## src/hssd_pkg.sv

```systemverilog
// package: register map, field positions and carrier types for the high-side shutdown policy
package hssd_pkg;
	// ====================================================================
	// register map
	localparam int HSSD_NSW = 4;
	localparam logic [7:0] HSSD_POLICY_INDEX = 8'h07;
	localparam logic [11:0] HSSD_POLICY_ADDR = {2'h0, HSSD_POLICY_INDEX, 2'h0};
	localparam logic [11:0] HSSD_CTRL_ADDR = 12'h040;
	localparam logic [11:0] HSSD_STAT_ADDR = 12'h044;
	localparam logic [15:0] HSSD_POLICY_RESET = 16'h0000;
	localparam logic [15:0] HSSD_POLICY_WMASK = 16'hFFE8;
	// ====================================================================
	// field positions
	localparam int HSSD_OV_REC_LSB = 12;
	localparam int HSSD_OT_SCOPE_BIT = 11;
	localparam int HSSD_OV_ACT_LSB = 7;
	localparam int HSSD_OV_LP_BIT = 6;
	localparam int HSSD_UV_SD_BIT = 5;
	localparam int HSSD_UV_REC_BIT = 3;
	localparam int HSSD_CTRL_SOFTRST_BIT = 0;
	// ====================================================================
	// fault inputs and operating mode
	typedef enum logic [1:0] {
		HSSD_MODE_ACTIVE = 2'h0,
		HSSD_MODE_STOP = 2'h1,
		HSSD_MODE_SLEEP = 2'h3
	} hssd_mode_type;
	typedef struct packed {
		logic overvolt;
		logic undervolt;
		logic [HSSD_NSW-1:0] overtemp;
	} hssd_fault_type;
endpackage : hssd_pkg

```

## src/hssd_shutdown_ctrl.sv

```systemverilog
// module: shutdown policy register with apb slave and per-switch fault gating
// ====================================================================
// Notes on behaviour
// [RULE1] a switch with its overvoltage recovery bit set returns to its prior command when overvoltage clears, otherwise it stays off.
// [RULE2] with the overtemperature scope bit 0 any overtemperature stops every switch, with it 1 only the hot switch stops.
// [RULE3] in active mode overvoltage stops each switch unless its own active-mode disable bit is 1.
// [RULE4] in the low-power modes overvoltage stops the switches unless the shared low-power disable bit is 1.
// [RULE5] undervoltage stops the switches unless the undervoltage disable bit is 1.
// [RULE6] with the undervoltage recovery bit set the switches return to prior state after undervoltage, otherwise they stay off.
// [RULE7] bits 4 and 2 to 0 are reserved, read as zero and ignore writes.
// [RULE8] power-on or soft reset clears the whole register to zero.
// [RULE9] a restart reset keeps every configurable bit.
// [RULE10] when a shutdown is disabled the switch keeps following its command while the fault lasts.
//
// Local design decision: the APB slave port.
module hssd_shutdown_ctrl
	import hssd_pkg::*;
#(
	parameter int NSW = HSSD_NSW
) (
	// clock and reset
	input wire logic clk,
	input wire logic resetn,
	input wire logic clkEn,
	input wire logic restartReq,
	// apb slave
	input wire logic psel,
	input wire logic penable,
	input wire logic pwrite,
	input wire logic [11:0] paddr,
	input wire logic [31:0] pwdata,
	output logic [31:0] prdata,
	output logic pready,
	output logic pslverr,
	// device state
	input wire hssd_mode_type opMode,
	input wire hssd_fault_type faultIn,
	input wire logic [NSW-1:0] switchCmd,
	// switch drive
	output logic [NSW-1:0] switchOn
);
	// ====================================================================
	// fault pins are asynchronous: two stages before use
	hssd_fault_type faultMeta;
	hssd_fault_type fault;
	logic [15:0] policy;
	logic [NSW-1:0] latchedOff;
	logic [NSW-1:0] switchCmdQ;
	logic softRst;
	always_ff @(posedge clk or negedge resetn) begin
		if (!resetn) begin
			faultMeta <= '0;
			fault <= '0;
		end else if (clkEn) begin
			faultMeta <= faultIn;
			fault <= faultMeta;
		end
	end
	// ====================================================================
	// apb decode
	// one compare routine for every register keeps the map decode in one place
	function automatic logic hitAddr(input logic [11:0] addr, input logic [11:0] target);
		return addr == target;
	endfunction : hitAddr
	wire access = psel && penable;
	// read data is captured in the setup cycle so that pready can stay high
	wire readSetup = psel && !penable && !pwrite;
	wire hitPolicy = hitAddr(paddr, HSSD_POLICY_ADDR);
	wire hitCtrl = hitAddr(paddr, HSSD_CTRL_ADDR);
	wire hitStat = hitAddr(paddr, HSSD_STAT_ADDR);
	wire mapped = hitPolicy || hitCtrl || hitStat;
	wire wrPolicy = access && pwrite && hitPolicy && clkEn;
	wire wrSoft = access && pwrite && hitCtrl && clkEn && pwdata[HSSD_CTRL_SOFTRST_BIT];
	// no wait states; limitation: an access made while clkEn is low completes but is dropped
	assign pready = 1'b1;
	assign pslverr = access && !mapped;
	// ====================================================================
	// policy fields
	wire [NSW-1:0] ovRecover = policy[HSSD_OV_REC_LSB +: NSW];
	wire otIndividual = policy[HSSD_OT_SCOPE_BIT];
	wire [NSW-1:0] ovActDis = policy[HSSD_OV_ACT_LSB +: NSW];
	wire ovLpDis = policy[HSSD_OV_LP_BIT];
	wire uvDis = policy[HSSD_UV_SD_BIT];
	wire uvRecover = policy[HSSD_UV_REC_BIT];
	wire lowPower = opMode != HSSD_MODE_ACTIVE;
	// ====================================================================
	// policy register: restart keeps the value, only reset or soft reset clears it
	always_ff @(posedge clk or negedge resetn) begin
		if (!resetn) begin
			policy <= HSSD_POLICY_RESET; // [RULE8]
		end else if (clkEn) begin
			if (softRst) begin
				policy <= HSSD_POLICY_RESET; // [RULE8]
			end else if (wrPolicy) begin
				policy <= pwdata[15:0] & HSSD_POLICY_WMASK; // [RULE7] [RULE9]
			end
		end
	end
	// soft reset takes effect one cycle after the write so the write itself completes
	always_ff @(posedge clk or negedge resetn) begin
		if (!resetn) begin
			softRst <= 1'b0;
		end else if (clkEn) begin
			softRst <= wrSoft;
		end
	end
	// ====================================================================
	// shutdown causes per switch
	wire anyOt = |fault.overtemp;
	wire [NSW-1:0] otStop = otIndividual ? fault.overtemp : {NSW{anyOt}}; // [RULE2]
	wire [NSW-1:0] ovStop = fault.overvolt ? (lowPower ? {NSW{!ovLpDis}} // [RULE4]
		: ~ovActDis) : '0; // [RULE3]
	wire [NSW-1:0] uvStop = {NSW{fault.undervolt && !uvDis}}; // [RULE5]
	wire [NSW-1:0] hold = ovStop | uvStop;
	// a switch stopped by a supply fault without recovery stays off until re-commanded
	wire [NSW-1:0] noRecover = (ovStop & ~ovRecover) | (uvStop & {NSW{!uvRecover}});
	wire [NSW-1:0] cmdRise = switchCmd & ~switchCmdQ;
	wire [NSW-1:0] next_latchedOff = softRst ? '0 : ((latchedOff & ~cmdRise) | noRecover);
	always_ff @(posedge clk or negedge resetn) begin
		if (!resetn) begin
			latchedOff <= '0;
			switchCmdQ <= '0;
			switchOn <= '0;
		end else if (clkEn) begin
			latchedOff <= next_latchedOff; // [RULE1] [RULE6]
			switchCmdQ <= switchCmd;
			switchOn <= switchCmd & ~(hold | otStop | next_latchedOff); // [RULE10]
		end
	end
	// ====================================================================
	// read data
	// ctrl is write-only and unmapped addresses read zero
	wire [31:0] statWord = {{(32-2*NSW){1'b0}}, latchedOff, switchOn};
	wire [31:0] readWord = hitPolicy ? {16'h0000, policy} : hitStat ? statWord : 32'h0000_0000;
	always_ff @(posedge clk or negedge resetn) begin
		if (!resetn) begin
			prdata <= '0;
		end else if (clkEn && readSetup) begin
			prdata <= readWord;
		end
	end
endmodule : hssd_shutdown_ctrl

```

## config.mk

```make
export PLATFORM = sky130hd
export DESIGN_NAME = hssd_shutdown_ctrl
export DESIGN_NICKNAME = d
export VERILOG_FILES = /design/src/hssd_pkg.sv /design/src/hssd_shutdown_ctrl.sv
export SDC_FILE = /design/constraint.sdc
export NUM_CORES = 1
export LEC_CHECK = 0
export ABC_AREA = 1
export BUFFER_PORTS_ARGS = -buffer_cell sky130_fd_sc_hd__buf_4
export CAP_MARGIN = 20
export CORE_MARGIN = 8
export CORE_UTILIZATION = 52
export CTS_BUF_LIST = sky130_fd_sc_hd__clkbuf_8
export DETAILED_ROUTE_END_ITERATION = 8
export PLACE_DENSITY_LB_ADDON = 0.2
export SKIP_CTS_REPAIR_TIMING = 1
export SYNTH_ARGS = -nofsm -noshare
export SYNTH_HDL_FRONTEND = slang
export SYNTH_SLANG_ARGS = --single-unit
```

## constraint.sdc

```tcl
create_clock -name clk -period 1.75 [get_ports clk]
set_input_delay 0.4375 -clock clk [delete_from_list [all_inputs] [get_ports clk]]
set_output_delay 0.4375 -clock clk [all_outputs]
set_load 0.02 [all_outputs]
```

==> metrics.txt, run 1 <==
status finished with violations; failing checks setup timing; CP required 1310 ps; Die X 89.8 microns; Crit Path Class input pin to output pin; sequential share of power 0.553; share of cells above drive strength 1 0.242; maximum vdd drop 583 uV; via/cell ratio 4.79; crit path launch type input pin; fin worst setup slack -35.2 ps; DRT iter0 DRCs 146; sequential area share after synthesis 0.468; detailed-route wire length 6550 microns; Comb pwr share 0.183; ANT nets after route 0; Die ar. 8070 sq um; cts bufs inserted 5; worst path bufs/invs 2; Finish-stage setup viols 1; clk_lat worst skew 310 ps; worst rel slew slack 0.557; Clock Skew 5.94 ps; Max-Cap Viols 0; Starting Density 0.528; cell count after synthesis 386; CP Data Arrival Time 1350 ps; Crit path largest cell delay 190 ps; cell area power density 726 nW/um^2; DP HPWL 5070 microns; Distinct cells, synth 26; Top delay family on crit path simple AND/OR/NAND/NOR gates; crit-path most repeated cell buf_6; fillers 505; clock buffer depth 2; Core Footprint 5370 sq um; Worst Tran Pin Value 665 ps; switching part of the total power 0.298; number of global-route vias before repair 2,451; area leader, netlist dfrtp_1; PortBufs 63; global-route met2 utilization 0.282; Layout area overhead 22.9%; Antenna Cells 0; Critical-path top delay cell and3_4; register clock-pin slew on the reported worst setup and hold paths 90 ps; CP Cell Sequence buf_6 -> nor2_4 -> nand4_1 -> nor2_2 -> nand3_2 -> and3_4 -> buf_6; pins over their slew limit 0; Fmax achieved 560 MHz; worst-path fanout max 2; RSZ-0062 raised after global routing yes; commonest non-fill, non-tap cells in the layout nand2_1, buf_4, dfrtp_1; routability cong. 0.867; global-route wire length before repair 11,400 microns; synth warn 0; IO Pins 101; Power Internal 0.00178 W; antenna violations before repair 0; P_sw 0.000753 W; Fin. Hold Viols 0; most common cell after layout, fill and taps aside nand2_1; clock sink total 53; met3 Usage GRT 0.0515; flip-flop and latch count after synthesis 53; Synth area leaders dfrtp_1, nand2_1, nand3_1; Leakage 1.96 nW; GR peak layer met2; crit path capture type output pin; Syn Std Cell Area 2830 sq um; clock period minus worst slack 1790 ps; clock root buffer clkbuf_8; TritonRoute pass-1 iters 4; Final period util 1.02; die span in y 89.8 microns; grt total ovfl 0; Vias 2,522; met1 global-route usage 0.194; syn avg cell area 7.34 sq um; top cell type's share of synthesized area 0.468; hold crit path type input pin to async pin; htree depth 2; num rows 27; Place WS -139 ps; DR WL/cell 12.4 microns; Nets 517; Post-route DRC 0; CTS tree done; clock share of power 0.265; setup TNS -35.2 ps; All-Layer GR Usage 0.167; largest net degree at the start of global routing 54
## synth_stat cells
cell type	number
o21ai_1	22
o21ai_0	1
nand3_1	34
buf_6	2
clkbuf_1	4
inv_4	1
o22ai_1	1
a21oi_1	5
nand2_1	147
nor2_1	29
inv_1	32
conb_1	2
nand4_1	3
nor2_2	3
nor2_4	1
and3_1	2
nand2_2	1
inv_2	12
nor3_1	1
nand3b_1	1
buf_4	20
nor2_8	1
buf_2	4
nand3_2	1
dfrtp_1	53
nand2_4	3
## logic make-up (layout without fill, tap and decap cells)
group / after synthesis / count (layout) / share of synthesized area
other: 2 / 17 / 0.00265
AO/OA/AOI/OAI: 29 / 29 / 0.0517
buffers and inverters: 75 / 129 / 0.134
AND/OR/NAND/NOR: 227 / 227 / 0.344
flip-flops: 53 / 53 / 0.468
## flip-flops by register name (all words and copies together), names as in the netlist
name / count
faultMeta: 6
switchCmdQ: 4
latchedOff: 4
softRst: 1
switchOn: 4
prdata: 16
policy: 12
fault: 6
## stage by stage
stage	cells	util	hold slack, ps	instance area [sq um]	total power, W
3_3_place_gp	516	0.623	450	3350	0.00186
5_1_grt	527	0.648	202	3480	0.00269
6_report	527	0.648	162	3480	0.00253
2_1_floorplan	401	-	142	2890	0.00171
3_5_place_dp	516	0.623	457	3350	0.00188
4_1_cts	524	0.639	180	3430	0.00255
## power by group through the flow
stage,clock (W),combinational [W],sequential [W]
floorplan,0,0.000310,0.00140
global placement,0,0.000442,0.00142
global route,0.000754,0.000530,0.00141
finish,0.000670,0.000462,0.00140
CTS,0.000691,0.000459,0.00140
detailed placement,0,0.000457,0.00142
## routing by layer
layer / vias up / wire (microns)
met4: 0 / 130
li1: 1287 / -
met2: 70 / 3200
met1: 1155 / 2780
met5: - / 0
met3: 10 / 436
## final cells by class
cell class,count,area (sq um),share of cell area
sequential,53,1330,0.381
multi-input combinational,273,1200,0.345
timing repair buffer,76,607,0.174
inverter,45,171,0.0492
tap,72,90.1,0.0259
clock buffer,5,68.8,0.0198
clock inverter,3,17.5,0.00503
## final timing paths
check,slack (ps),start,depth (start not counted),to
setup / recovery,-40,paddr[7],7,pslverr
hold / removal,160,resetn,1,prdata[12]$_DFFE_PN0P_
setup reg to reg,340,policy[5]$_DFFE_PN0P_,8,switchOn[2]$_DFFE_PN0P_
hold reg to reg,480,faultMeta[0]$_DFFE_PN0P_,2,faultMeta[0]$_DFFE_PN0P_
max in group asynchronous,1150,resetn,1,switchOn[1]$_DFFE_PN0P_
min in group clk,320,faultIn[0],3,faultMeta[0]$_DFFE_PN0P_
No activity file was read; power rests on OpenSTA's default activity.
==> inputs of run 2 (changes only) <==
Settings changed: CELL_PAD_IN_SITES_DETAIL_PLACEMENT set to 2, CELL_PAD_IN_SITES_GLOBAL_PLACEMENT set to 2, CORE_UTILIZATION 52 to 30.
Clock period 1.75 ns to 2.3 ns, I/O delays scaled along.
==> run 2 against run 1 <==
Against the previous run: the run now ends clean; non-clock buffer count down 9; global-route usage down 3.1 points; flip-flop and latch count unchanged; sequential power down 24%; sequential share of layout area up 0.28 points; final area down 0.72%; setup slack better by 180 ps; highest routed layer unchanged.
==> metrics.txt, run 2 (synthesized netlist as in run 1, its figures left out) <==
All-Layer GR Usage 0.136; grt total ovfl 0; fin worst setup slack 148 ps; Max-Cap Viols 0; maximum vdd drop 351 uV; clock buffer depth 2; max reg flops 16; RSZ-0062 raised after global routing no; design area 3460 sq um; setup TNS 0 ps; register area 1330 sq um; worst hold slack 297 ps; commonest non-fill, non-tap cells in the layout nand2_1, buf_4, dfrtp_1; antenna violations before repair 0; detailed-route wire length 8360 microns; crit path launch type input pin; worst rel slew slack 0.528; CP required 1730 ps; worst reg-to-reg setup slack 830 ps; CP Data Arrival Time 1580 ps; Nets 508; Post-route DRC 0; die span in y 113 microns; clock root buffer clkbuf_8; Fin. Hold Viols 0; Worst Tran Pin Value 708 ps; via/cell ratio 4.58; Crit Path Class input pin to output pin; number of global-route vias before repair 2,861; Post-Place Cell Area 3320 sq um; most common cell after layout, fill and taps aside nand2_1; Die ar. 12,800 sq um; hold crit path type input pin to async pin; TritonRoute pass-1 iters 4; Finish-stage setup viols 0; Reg2Reg Capture Point switchOn[3]$_DFFE_PN0P_; Die X 113 microns; htree depth 2; Largest regs prdata: 16 flops, policy: 12 flops; share of cells above drive strength 1 0.220; IO Pins 101; Antenna Cells 0; clock period minus worst slack 2150 ps; Clock Skew 12.6 ps; global-route wire length before repair 14,200 microns; Starting Density 0.308; register clock-pin slew on the reported worst setup and hold paths 100 ps; worst-path fanout max 2; status completed; DRT iter0 DRCs 65; routability cong. 0.763; ANT nets after route 0; Vias 2,552; pins over their slew limit 0; Top reg by flops prdata; clock sink total 53; cts bufs inserted 5; clk_lat worst skew 300 ps; Multi-input gate area 1180 sq um; num rows 35; Leakage 1.93 nW; Place WS 139 ps; DP HPWL 6520 microns; crit path capture type output pin; PortBufs 63; cell area power density 628 nW/um^2; Fmax achieved 465 MHz; DR WL/cell 15.0 microns; Layout area overhead 22.0%; worst r2r src policy[5]$_DFFE_PN0P_; fillers 1,112; Worst Reg-to-Reg Cells 8; Core Footprint 9200 sq um; Final period util 0.936; CTS tree done; largest net degree at the start of global routing 54
-- run 2: critical path: stages --
cell     delay, ps
buf_4          120
nor2_2         170
nand4_1        120
nor2_1         160
nand3_1        120
and3_1         160
buf_4          150
-- run 2: metrics by stage --
stage,power [W],util,instances
detailed placement,0.00145,0.361,549
CTS,0.00221,0.376,557
finish,0.00217,0.376,557
floorplan,0.00130,-,401
global placement,0.00143,0.361,549
global route,0.00230,0.376,557
-- run 2: final cells by class --
class                   count  share of cell area
clock inverters             3              0.0188
multi-input cells         273               0.343
flip-flops and latches     53               0.384
well taps                 111              0.0402
clock buffers               5              0.0199
repair buffers             67               0.145
inverters                  45              0.0496
-- run 2: routing by layer --
| metal | track usage | up-vias | part of all wire |
|---|---|---|---|
| li1 | - | 1270 | - |
| met3 | 0.0293 | 2 | 0.035 |
| met2 | 0.236 | 42 | 0.49 |
| met4 | 0.0240 | 0 | 0.0041 |
| met5 | 0 | - | 0 |
| met1 | 0.170 | 1238 | 0.47 |
-- run 2: worst max path at each step --
stage	start	endpoint	depth (start not counted)
final	paddr[5]	pslverr	7
after global routing	paddr[5]	pslverr	7
after CTS	paddr[5]	pslverr	7
after detailed placement	paddr[5]	pslverr	7
after global placement	paddr[5]	pslverr	7
after floorplan	paddr[5]	pslverr	5
-- run 2: power breakdown --
group / switching [W] / leakage [nW] / internal, W
Sequential: 0.0000666 / 0.692 / 0.00100
Combinational: 0.000222 / 1.17 / 0.000131
Clock: 0.000318 / 0.0681 / 0.000433
==> inputs of run 3 (changes only) <==
--- a/config.mk
+++ b/config.mk
@@ -13,6 +13,6 @@
 export CORE_MARGIN = 8
-export CORE_UTILIZATION = 30
+export CORE_UTILIZATION = 28
 export CTS_BUF_LIST = sky130_fd_sc_hd__clkbuf_8
 export DETAILED_ROUTE_END_ITERATION = 8
-export PLACE_DENSITY_LB_ADDON = 0.2
+export PLACE_DENSITY = 0.82
 export SKIP_CTS_REPAIR_TIMING = 1
--- a/constraint.sdc
+++ b/constraint.sdc
@@ -3,2 +3,2 @@
 set_output_delay 0.575 -clock clk [all_outputs]
-set_load 0.02 [all_outputs]
+set_load 0.1 [all_outputs]
==> run 3 against run 2 <==
Against the previous run: fmax fell by 3.6%; cell count rose by 4.1%; critical endpoint unchanged; flip-flop and latch count did not move; highest routed layer unchanged; wire length rose by 3.4%.
==> metrics.txt, run 3 (synthesized netlist as in run 1, its figures left out) <==
antenna violations before repair 0; Critical-path top delay cell and3_2; RSZ-0062 raised after global routing no; Crit path largest cell delay 220 ps; htree depth 2; Die X 117 microns; worst reg-to-reg setup slack 830 ps; routability cong. 0.757; register area 1330 sq um; DRT iter0 DRCs 75; number of global-route vias before repair 2,823; IO Pins 101; status completed; Leakage 1.92 nW; Crit Path Class input pin to output pin; max reg flops 16; worst path bufs/invs 2; PortBufs 63; hold crit path type input pin to async pin; cell area power density 639 nW/um^2; Top delay family on crit path simple AND/OR/NAND/NOR gates; Post-route DRC 0; Top reg by flops prdata; Post-Layout Cell Count 580; fillers 1,222; grt total ovfl 0; die span in y 117 microns; CP Data Arrival Time 1660 ps; DP HPWL 6900 microns; detailed-route wire length 8640 microns; fin worst setup slack 67.1 ps; Fin. Hold Viols 0; Post-Place Cell Area 3360 sq um; Multi-input gate area 1190 sq um; clock period minus worst slack 2230 ps; crit path capture type output pin; All-Layer GR Usage 0.130; global-route wire length before repair 14,000 microns; crit path launch type input pin; Final period util 0.971; clk_lat worst skew 310 ps; via/cell ratio 4.41; commonest non-fill, non-tap cells in the layout nand2_1, buf_4, dfrtp_1; Placed Cells 572; TritonRoute pass-1 iters 4; design area 3480 sq um; CTS tree done; num rows 36; Max-Cap Viols 0; setup TNS 0 ps; largest net degree at the start of global routing 54; Worst Tran Pin Value 699 ps; Antenna Cells 0; Place WS 51.5 ps; ANT nets after route 0; share of cells above drive strength 1 0.226; clock root buffer clkbuf_8; Die ar. 13,600 sq um; crit-path most repeated cell nor2_2; CP Cell Sequence buf_4 -> nor2_2 -> nand4_1 -> nor2_2 -> nand2_1 -> and3_2 -> buf_6; Nets 509; clock buffer depth 2; Vias 2,558; worst-path fanout max 2; maximum vdd drop 331 uV; Worst Reg-to-Reg Cells 5; worst rel slew slack 0.534; Fmax achieved 448 MHz; pins over their slew limit 0; register clock-pin slew on the reported worst setup and hold paths 100 ps; cts bufs inserted 5; clock sink total 53; most common cell after layout, fill and taps aside nand2_1; Reg2Reg Capture Point policy[5]$_DFFE_PN0P_; DR WL/cell 14.9 microns; Starting Density 0.289; Largest regs prdata: 16 flops, policy: 12 flops; worst r2r src softRst$_DFFE_PN0P_; Clock Skew 6.07 ps; Finish-stage setup viols 0; Core Footprint 9820 sq um; Layout area overhead 22.9%; CP required 1730 ps
[run 3: per-stage QoR]
step	utilization	power, W	hold WS [ps]
CTS	0.354	0.00225	335
floorplan	-	0.00144	279
global placement	0.342	0.00156	450
global route	0.355	0.00233	340
detailed placement	0.342	0.00158	463
finish	0.355	0.00222	301
[run 3: worst register-to-register path: stages, from the launching register on]
cell,delay (ps)
dfrtp_1,660
inv_2,210
nand2_4,210
nand2_4,140
nand2_1,90
nand2_1,50
[run 3: power breakdown]
part           leakage [nW]  switching [W]  internal, W
Clock                0.0543       0.000341     0.000327
Sequential            0.692      0.0000664      0.00100
Combinational          1.18       0.000357     0.000132
Total                  1.92       0.000765      0.00146
[run 3: worst max-delay path by stage]
stage | from | cells after the start | slack [ps] | endpoint
finish | paddr[5] | 7 | 70 | pslverr
global route | paddr[5] | 7 | 30 | pslverr
CTS | paddr[5] | 7 | 50 | pslverr
detailed placement | paddr[5] | 7 | 50 | pslverr
global placement | paddr[5] | 7 | 100 | pslverr
floorplan | paddr[8] | 6 | 240 | pslverr
[run 3: cell type report]
cell class | count | share of cell area
Clock inverter | 3 | 0.0133
Sequential cell | 53 | 0.381
Clock buffer | 5 | 0.0198
Timing Repair Buffer | 68 | 0.148
Tap cell | 133 | 0.0478
Inverter | 45 | 0.0492
Multi-Input combinational cell | 273 | 0.341
[run 3: routing by layer]
layer,part of all wire,GRT usage,vias up
met5,0,0,-
met4,0.0067,0.0230,0
met3,0.030,0.0233,7
met2,0.52,0.235,45
met1,0.44,0.159,1233
li1,-,-,1273
